==> config.mk <==
export PLATFORM = sky130hd
export DESIGN_NAME = sfg_guard
export DESIGN_NICKNAME = d
export VERILOG_FILES = /design/src/verilog/sfg_pkg.sv /design/src/verilog/sfg_guard.sv /design/src/verilog/sfg_sync.sv
export VERILOG_INCLUDE_DIRS = /design/src /design/src/verilog
export SDC_FILE = /design/constraint.sdc
export NUM_CORES = 1
export LEC_CHECK = 0
export BUFFER_PORTS_ARGS = -buffer_cell sky130_fd_sc_hd__buf_2
export CAP_MARGIN = 20
export CORE_UTILIZATION = 55
export DETAILED_ROUTE_END_ITERATION = 6
export GPL_ROUTABILITY_DRIVEN = 1
export PLACE_DENSITY = 0.88
export RECOVER_POWER = 50
export SLEW_MARGIN = 0
export SYNTH_ARGS = -nofsm -noshare
export SYNTH_HDL_FRONTEND = slang
export SYNTH_HIERARCHICAL = 1
export SYNTH_SLANG_ARGS = --single-unit
==> constraint.sdc <==
create_clock -name clock_i -period 2.65 [get_ports clock_i]
set_input_delay 0.265 -clock clock_i [delete_from_list [all_inputs] [get_ports clock_i]]
set_output_delay 0.265 -clock clock_i [all_outputs]
set_load 0.1 [all_outputs]
==> src/verilog/sfg_map.svh <==
// Constants for the serial flash identification and hold guard.
// Assumes inclusion by the package, the guard module and the bench.
`ifndef SFG_MAP_SVH
`define SFG_MAP_SVH
`define SFG_OP_ID_JEDEC 8'h9f
`define SFG_OP_ID_ALT 8'hab
`define SFG_OP_PAGE_PROG 8'h02
`define SFG_OP_STATUS_WR 8'h01
`define SFG_OP_SSEC_ERASE 8'hd7
`define SFG_OP_SEC_ERASE 8'hd8
`define SFG_OP_CHIP_ERASE 8'hc7
`define SFG_OP_WR_ENABLE 8'h06
`define SFG_OP_WR_DISABLE 8'h04
`define SFG_OP_PWR_DOWN 8'hb9
// Maker and part codes: arbitrary neutral values
`define SFG_MAKER_CODE 8'h5a
`define SFG_PART_CODE 8'ha5
`define SFG_ALT_ID_BYTES 4
`define SFG_CLK_MHZ 250
`define SFG_PU_READ_US 100
`define SFG_PU_WRITE_MS 10
`define SFG_PU_READ_CYC (`SFG_PU_READ_US * `SFG_CLK_MHZ)
`define SFG_PU_WRITE_CYC (`SFG_PU_WRITE_MS * 1000 * `SFG_CLK_MHZ)
`endif

==> src/verilog/sfg_pkg.sv <==
// Types shared by the serial flash guard modules.
// Assumes sfg_map.svh is on the include path.
`include "sfg_map.svh"
package sfg_pkg;
    typedef struct packed {
        logic cs_n;
        logic sck;
        logic si;
        logic hold_n;
    } sfg_pins_t;

    typedef struct packed {
        logic [7:0] opcode;
        logic write_ok;
        logic pp_ok;
        logic sr_ok;
    } sfg_cmd_t;

    typedef enum logic [2:0] {
        ST_IDLE = 3'b000,
        ST_OPCODE = 3'b001,
        ST_ALT_ADDR = 3'b010,
        ST_ID_OUT = 3'b011,
        ST_SINK = 3'b100
    } sfg_state_t;
endpackage

==> src/verilog/sfg_guard.sv <==
// Slave command logic: identification reads, hold, power-up guard, write guards.
// Assumes SPI mode 0 or 3 pins that are asynchronous to clock_i.
`timescale 1ns/100ps
`include "sfg_map.svh"
module sfg_guard
    import sfg_pkg::*;
#(
    parameter int PU_READ_CYC = `SFG_PU_READ_CYC,
    parameter int PU_WRITE_CYC = `SFG_PU_WRITE_CYC
) (
    input wire logic clock_i,
    input wire logic rst_i,
    input wire sfg_pkg::sfg_pins_t pins_i,
    input wire logic busy_i,
    output logic so_o,
    output logic so_oe_o,
    output logic held_o,
    output logic pwr_down_o,
    output logic read_ready_o,
    output logic write_ready_o,
    output logic cmd_valid_o,
    output sfg_pkg::sfg_cmd_t cmd_o
);
    import sfg_pkg::*;

    // ------------------------------------------------------------
    // Pin synchronisation
    // ------------------------------------------------------------
    sfg_pins_t pins_s;
    sfg_pins_t pins_d_r;
    sfg_sync #(.WIDTH(4)) u_sync (
        .clock_i(clock_i),
        .rst_i(rst_i),
        .async_i(pins_i),
        .sync_o(pins_s)
    );

    always_ff @(posedge clock_i or posedge rst_i) begin
        if (rst_i) begin
            pins_d_r <= 4'hf;
        end else begin
            pins_d_r <= pins_s;
        end
    end

    logic cs_act;
    logic cs_rise;
    logic sck_rise;
    logic sck_fall;
    logic hold_fall;
    logic hold_rise;
    assign cs_act = !pins_s.cs_n;
    assign cs_rise = pins_s.cs_n && !pins_d_r.cs_n;
    assign sck_rise = pins_s.sck && !pins_d_r.sck;
    assign sck_fall = !pins_s.sck && pins_d_r.sck;
    assign hold_fall = !pins_s.hold_n && pins_d_r.hold_n;
    assign hold_rise = pins_s.hold_n && !pins_d_r.hold_n;

    // ------------------------------------------------------------
    // Power-on timers
    // ------------------------------------------------------------
    // Reset stands in for the supply ramp; writes stay blocked until count
    logic [31:0] pu_cnt_r;
    always_ff @(posedge clock_i or posedge rst_i) begin
        if (rst_i) begin
            pu_cnt_r <= 32'h0;
            read_ready_o <= 1'b0;
            write_ready_o <= 1'b0;
        end else begin
            if (!write_ready_o) begin
                pu_cnt_r <= pu_cnt_r + 32'h1;
            end
            if (pu_cnt_r >= 32'(PU_READ_CYC)) begin
                read_ready_o <= 1'b1;
            end
            if (pu_cnt_r >= 32'(PU_WRITE_CYC)) begin
                write_ready_o <= 1'b1;
            end
        end
    end

    // ------------------------------------------------------------
    // Hold
    // ------------------------------------------------------------
    always_ff @(posedge clock_i or posedge rst_i) begin
        if (rst_i) begin
            held_o <= 1'b0;
        end else if (!cs_act) begin
            held_o <= 1'b0;
        end else if (hold_fall && !pins_s.sck) begin
            held_o <= 1'b1;
        end else if (hold_rise) begin
            held_o <= 1'b0;
        end
    end

    logic step_in;
    logic step_out;
    assign step_in = cs_act && !held_o && sck_rise;
    assign step_out = cs_act && !held_o && sck_fall;

    // ------------------------------------------------------------
    // Shift and command sequencing
    // ------------------------------------------------------------
    function automatic logic is_write_op(input logic [7:0] op);
        return op == `SFG_OP_PAGE_PROG || op == `SFG_OP_STATUS_WR ||
            op == `SFG_OP_SSEC_ERASE || op == `SFG_OP_SEC_ERASE ||
            op == `SFG_OP_CHIP_ERASE;
    endfunction

    sfg_state_t state_r;
    logic [2:0] bit_r;
    logic [15:0] byte_r;
    logic [7:0] shift_r;
    logic [7:0] opcode_r;
    logic [7:0] tx_r;
    logic alt_part_r;
    logic [7:0] rx_nxt;
    assign rx_nxt = {shift_r[6:0], pins_s.si};

    always_ff @(posedge clock_i or posedge rst_i) begin
        if (rst_i) begin
            bit_r <= 3'h0;
            byte_r <= 16'h0;
            shift_r <= 8'h0;
        end else if (!cs_act) begin
            bit_r <= 3'h0;
            byte_r <= 16'h0;
        end else if (step_in) begin
            shift_r <= rx_nxt;
            bit_r <= bit_r + 3'h1;
            if (bit_r == 3'h7 && byte_r != 16'hffff) begin
                byte_r <= byte_r + 16'h1;
            end
        end
    end

    always_ff @(posedge clock_i or posedge rst_i) begin
        if (rst_i) begin
            state_r <= ST_IDLE;
            opcode_r <= 8'h0;
            alt_part_r <= 1'b0;
        end else if (!cs_act) begin
            state_r <= pins_s.cs_n ? ST_IDLE : state_r;
        end else if (step_in && bit_r == 3'h7) begin
            case (state_r)
                ST_IDLE, ST_OPCODE: begin
                    opcode_r <= rx_nxt;
                    if (!read_ready_o) begin
                        state_r <= ST_SINK;
                    end else if (busy_i && (rx_nxt == `SFG_OP_ID_JEDEC ||
                                            rx_nxt == `SFG_OP_ID_ALT)) begin
                        state_r <= ST_SINK;
                    end else if (rx_nxt == `SFG_OP_ID_JEDEC) begin
                        state_r <= ST_ID_OUT;
                        alt_part_r <= 1'b0;
                    end else if (rx_nxt == `SFG_OP_ID_ALT) begin
                        state_r <= ST_ALT_ADDR;
                    end else begin
                        state_r <= ST_SINK;
                    end
                end
                ST_ALT_ADDR: begin
                    if (byte_r == 16'(`SFG_ALT_ID_BYTES - 1)) begin
                        state_r <= ST_ID_OUT;
                        alt_part_r <= rx_nxt[0];
                    end
                end
                ST_ID_OUT: begin
                    alt_part_r <= !alt_part_r;
                end
                ST_SINK: begin
                    state_r <= ST_SINK;
                end
                default: begin
                    state_r <= ST_IDLE;
                end
            endcase
        end
    end

    // ------------------------------------------------------------
    // Serial output
    // ------------------------------------------------------------
    logic [7:0] id_code;
    logic so_live_r;
    assign id_code = alt_part_r ? `SFG_PART_CODE : `SFG_MAKER_CODE;

    always_ff @(posedge clock_i or posedge rst_i) begin
        if (rst_i) begin
            so_o <= 1'b0;
            so_oe_o <= 1'b0;
            so_live_r <= 1'b0;
            tx_r <= 8'h0;
        end else if (!cs_act || state_r != ST_ID_OUT) begin
            so_oe_o <= 1'b0;
            so_o <= 1'b0;
            so_live_r <= 1'b0;
        end else if (held_o) begin
            // Floats only; the launched bit is kept for the end of the hold
            so_oe_o <= 1'b0;
        end else if (step_out) begin
            so_oe_o <= 1'b1;
            so_live_r <= 1'b1;
            if (bit_r == 3'h0) begin
                so_o <= id_code[7];
                tx_r <= {id_code[6:0], 1'b0};
            end else begin
                so_o <= tx_r[7];
                tx_r <= {tx_r[6:0], 1'b0};
            end
        end else begin
            so_oe_o <= so_live_r;
        end
    end

    // ------------------------------------------------------------
    // Power-down exit and write command guard
    // ------------------------------------------------------------
    always_ff @(posedge clock_i or posedge rst_i) begin
        if (rst_i) begin
            pwr_down_o <= 1'b0;
        end else if (step_in && bit_r == 3'h7 && byte_r == 16'h0) begin
            if (rx_nxt == `SFG_OP_ID_ALT) begin
                pwr_down_o <= 1'b0;
            end else if (rx_nxt == `SFG_OP_PWR_DOWN && !busy_i) begin
                pwr_down_o <= 1'b1;
            end
        end
    end

    always_ff @(posedge clock_i or posedge rst_i) begin
        if (rst_i) begin
            cmd_valid_o <= 1'b0;
            cmd_o <= '0;
        end else begin
            cmd_valid_o <= cs_rise && byte_r != 16'h0;
            if (cs_rise) begin
                cmd_o.opcode <= opcode_r;
                cmd_o.write_ok <= is_write_op(opcode_r) && bit_r == 3'h0 &&
                    write_ready_o && !pwr_down_o;
                cmd_o.pp_ok <= opcode_r == `SFG_OP_PAGE_PROG && bit_r == 3'h0 &&
                    byte_r > 16'h4;
                cmd_o.sr_ok <= opcode_r == `SFG_OP_STATUS_WR && bit_r == 3'h0 &&
                    byte_r == 16'h2;
            end
        end
    end

    // ------------------------------------------------------------
    // Checks
    // ------------------------------------------------------------
    held_float_a: assert property (@(posedge clock_i) disable iff (rst_i)
        held_o |=> !so_oe_o) else $error("output driven while held");
    cs_clear_hold_a: assert property (@(posedge clock_i) disable iff (rst_i)
        !cs_act |=> !held_o) else $error("hold kept with cs high");
    busy_no_id_a: assert property (@(posedge clock_i) disable iff (rst_i)
        busy_i && step_in && bit_r == 3'h7 && byte_r == 16'h0 |=> state_r != ST_ID_OUT)
        else $error("id accepted while busy");
    off_byte_a: assert property (@(posedge clock_i) disable iff (rst_i)
        cs_rise && bit_r != 3'h0 |=> !cmd_o.write_ok) else $error("partial write accepted");
    sr_long_a: assert property (@(posedge clock_i) disable iff (rst_i)
        cs_rise && byte_r > 16'h2 |=> !cmd_o.sr_ok) else $error("long status write accepted");
    pu_write_a: assert property (@(posedge clock_i) disable iff (rst_i)
        !write_ready_o && cs_rise |=> !cmd_o.write_ok) else $error("write before power-up");
    alt_exit_a: assert property (@(posedge clock_i) disable iff (rst_i)
        step_in && bit_r == 3'h7 && byte_r == 16'h0 && rx_nxt == `SFG_OP_ID_ALT
        |=> !pwr_down_o) else $error("power-down kept after alt id");
    id_toggle_a: assert property (@(posedge clock_i) disable iff (rst_i)
        state_r == ST_ID_OUT && step_in && bit_r == 3'h7 |=> alt_part_r != $past(alt_part_r))
        else $error("id code did not alternate");
    cs_end_a: assert property (@(posedge clock_i) disable iff (rst_i)
        cs_rise |=> ##1 !so_oe_o) else $error("output kept after cs rise");
    hold_resume_a: assert property (@(posedge clock_i) disable iff (rst_i)
        $fell(held_o) && cs_act && so_live_r |=> so_oe_o)
        else $error("output lost after hold");
    cov_jedec_c: cover property (@(posedge clock_i) disable iff (rst_i)
        state_r == ST_ID_OUT && opcode_r == `SFG_OP_ID_JEDEC);
    cov_alt_c: cover property (@(posedge clock_i) disable iff (rst_i)
        state_r == ST_ID_OUT && opcode_r == `SFG_OP_ID_ALT);
    cov_hold_c: cover property (@(posedge clock_i) disable iff (rst_i) held_o);
    cov_write_c: cover property (@(posedge clock_i) disable iff (rst_i)
        cmd_valid_o && cmd_o.write_ok);
endmodule // sfg_guard

==> src/verilog/sfg_sync.sv <==
// Two-stage synchroniser for the asynchronous pin bundle.
// Assumes pins come from outside the clock_i domain.
`timescale 1ns/100ps
module sfg_sync #(
    parameter int WIDTH = 4
) (
    input wire logic clock_i,
    input wire logic rst_i,
    input wire logic [WIDTH-1:0] async_i,
    output logic [WIDTH-1:0] sync_o
);
    logic [WIDTH-1:0] meta_r;
    // Resets to all ones, the idle level of select and hold
    always_ff @(posedge clock_i or posedge rst_i) begin
        if (rst_i) begin
            meta_r <= '1;
            sync_o <= '1;
        end else begin
            meta_r <= async_i;
            sync_o <= meta_r;
        end
    end
endmodule // sfg_sync

==> metrics.csv <==
stage,metric,value,unit
run_status,status,finished with violations,
run_status,violations,"capacitance limit, slew limit",
hold_path,holdCritPathClass,in2async,
floorplanning,die_area,0.009364,mm2
logic_synthesis,syn_nets,474,
placed_design,dp_hpwl,6757,um
timing,hold_ws,0.1537,ns
worst_setup_path,critPathRequiredTime,2.90,ns
timing,setup_ws,0.5107,ns
pwr,leakage,0.002519,uW
logic_synthesis,synth.top_cell.area_share,48.63,%
run,cap_violations,1,
logic_synthesis,synth_seq_cells,107,
logic_synthesis,netlist_area,0.004940,mm2
pwr,switching_share,23.63,%
timing,fin_crit_sh,80.73,%
detailed_routing,drc,0,
cells_and_area,post-route-util,61.84,%
worst_setup_path,startpoint_type,register,
logic_synthesis,yosysUniqueCellTypes,58,
cells_and_area,final_cell_mix,"dfrtp_1, nand2_1, nor2_1",
worst_setup_path,worstRegToRegCells,6,
clock_tree,ctsHoldBuffers,4,
timing,fin_skew,0.01736,ns
logic_synthesis,ys_seq_area_share,54.48,%
pwr,pwr-share-clk,35.1,%
global_route,overflow,0,
clock_tree,htree_levels,3,
floorplanning,io_pins,25,
clock_tree,clk_latency,0.37,ns
logic_synthesis,synth_edf_count,0,
cells_and_area,diodes,0,
worst_setup_path,critPathTopFamily,simple AND/OR/NAND/NOR gates,
floorplanning,core,0.008721,mm2
detailed_routing,vias,3533,
clock_tree,cts_resized,0,
floorplanning,start_util,56.64,%
timing,hold_viol_final,0,
logic_synthesis,synthArstFlopShare,100.0,%
global_route,grt_max_degree,100,
clock_tree,clk_pin_slew,0.11,ns
pwr,comb_power_share,4.6,%
cells_and_area,area_growth,9.169,%
clock_tree,clock-sinks,107,
detailed_routing,firstDrtPassIters,5,
logic_synthesis,synth_area_per_cell,10.76,um2
pwr,p_int,2178,uW
cells_and_area,drive_above_1_share,14.40,%
floorplanning,rows,34,
timing,setup_viol_count_final,0,
global_route,grt_pass1_wl,16730,um
timing,min_period,2.139,ns
logic_synthesis,ys.warnings.count,6,
worst_setup_path,ff2ff_setup_slack,0.51,ns
detailed_routing,wirelength,9549,um
worst_setup_path,worstSetupPathType,reg2reg,
global_route,track_usage,22.04,%
logic_synthesis,yosysTopAreaCell,dfrtp_1,
timing,worst_slew_pin_slew,2.141,ns
worst_setup_path,path_cells,"ha_1, inv_1, or3_1, o21ai_2, mux2i_1, nor2_1",
worst_setup_path,r2r_start,byte_r[1],
worst_setup_path,path_buf_inv,1,
placed_design,placed_cells,581,
worst_setup_path,cp_max_fo,7,
pwr,power_density,528.8,mW/mm2
clock_tree,clock_path_buffers,2,
cells_and_area,layout_commonest_cell,dfrtp_1,
placed_design,gp_congestion,0.8832,
logic_synthesis,yosys-top-cells-area,"dfrtp_1, dfstp_2, xnor2_1, nand2_1, xor2_1",
floorplanning,die_w,96.77,um
pwr,power_frac_seq,60.2,%
worst_setup_path,crit_path_max_incr_delay,0.51,ns
global_route,grt_pass1_vias,3589,
worst_setup_path,critPathArrivalTime,2.39,ns
timing,rsz0062_at_grt,false,
logic_synthesis,synth_cells,459,
placed_design,dp_slack,0.5656,ns
clock_tree,post_cts_buffers,0,
clock_tree,numCtsBuffers,9,
cells_and_area,layout.cells.non_filler,601,
timing,slew_headroom,-42.76,%
worst_setup_path,rr_endpoint,byte_r[1],
pwr,ir_worst_vdd,0.4397,mV
timing,fmax,0.4674,GHz
worst_setup_path,cpMaxStageDelayCell,or3_1,
worst_setup_path,end_kind,register,
floorplanning,die_y,96.77,um
global_route,antenna_found_initial,0,
detailed_routing,wl_per_cell,15.89,um
clock_tree,cts_root_buf,clkbuf_8,
detailed_routing,drtIter0Drc,308,
clock_tree,cts_tree,yes,
timing,slew_viol_final,100,
placed_design,numPortBuffers,24,
detailed_routing,vias_per_cell,5.879,
pwr,switchingPower,673.7,uW
timing,setup_tns,0,ns
detailed_routing,ant_nets,0,
cells_and_area,layout.nets,503,
logic_synthesis,synth_top_flop_cell,dfrtp_1,
==> registers in the layout, summed over array words and instances, names as in the netlist, 3 cells and up <==
signal and cells:
pu_cnt_r 32, opcode_r 8, u_sync/sync_o 4, shift_r 7
pins_d_r 3, cmd_o 11, state_r 3, byte_r 16
bit_r 3, u_sync/meta_r 4, tx_r 7
==> power groups by stage <==
stage          clock network [uW]  logic (uW)  registers (uW)
3_5_place_dp                    0         135            1750
6_report                     1000         133            1720
2_1_floorplan                   0        94.9            1740
3_3_place_gp                    0         127            1750
4_1_cts                      1030         139            1720
5_1_grt                      1090         152            1720
==> how the worst max path moves through the flow <==
stage	start	end	cells past startpoint	slack [ns]
4_1_cts	byte_r[1]	byte_r[1]	6	0.55
6_report	byte_r[1]	byte_r[1]	6	0.51
3_5_place_dp	byte_r[1]	byte_r[1]	6	0.57
3_3_place_gp	u_sync/sync_o[3]	opcode_r[7]	5	0.72
2_1_floorplan	held_o	byte_r[15]	6	0.30
5_1_grt	rst_i	pu_cnt_r[10]	3	0.22
==> area by class of cell <==
type | instances | area [um2]
fillers | 694 | 3328
flip-flops and latches | 107 | 2691
inverters | 15 | 60.06
multi-input cells | 323 | 2121
repair buffers | 32 | 185.2
well taps | 108 | 135.1
clock inverters | 6 | 62.56
clock buffers | 10 | 137.6
==> layer usage <==
metal,up-vias,global-route usage (%),routed length [um]
met3,8,5.853,469
li1,1674,-,-
met4,0,5.970,113
met2,97,35.64,4635
met5,-,0,0
met1,1754,29.54,4330
==> per-stage QoR <==
step	area [um2]	power, uW
floorplan	4943	1831
global placement	5170	1872
detailed placement	5170	1884
CTS	5410	2890
global route	5393	2966
finish	5393	2852
==> cells in the mapped netlist (all sizes together), types with 4 or more instances <==
cell    count
nand4b      4
buf         5
nor2       34
mux2       17
and3        4
nor2b       4
clkbuf      9
or3         6
dfstp      11
xor2       15
nor3       10
nand3      22
nand4      12
and4       11
nor4b       5
ha          8
xnor2      29
nor4       11
nand2b      6
inv        15
o21ai      23
dfrtp      96
a21oi      11
nand2      56
==> cells by family (layout without fill, tap and decap cells) <==
| family | after synthesis | after routing | share of synthesized area, % |
|---|---|---|---|
| flip-flops | 107 | 107 | 54.48 |
| XOR/XNOR | 44 | 44 | 7.801 |
| buffers and inverters | 29 | 63 | 2.583 |
| multiplexers | 18 | 18 | 4.078 |
| AND/OR/NAND/NOR | 194 | 194 | 21.33 |
| AO/OA/AOI/OAI | 59 | 59 | 7.700 |
| adder cells (fa/ha/maj) | 8 | 8 | 2.026 |
Note: power is estimated with default switching activity, not from simulation.
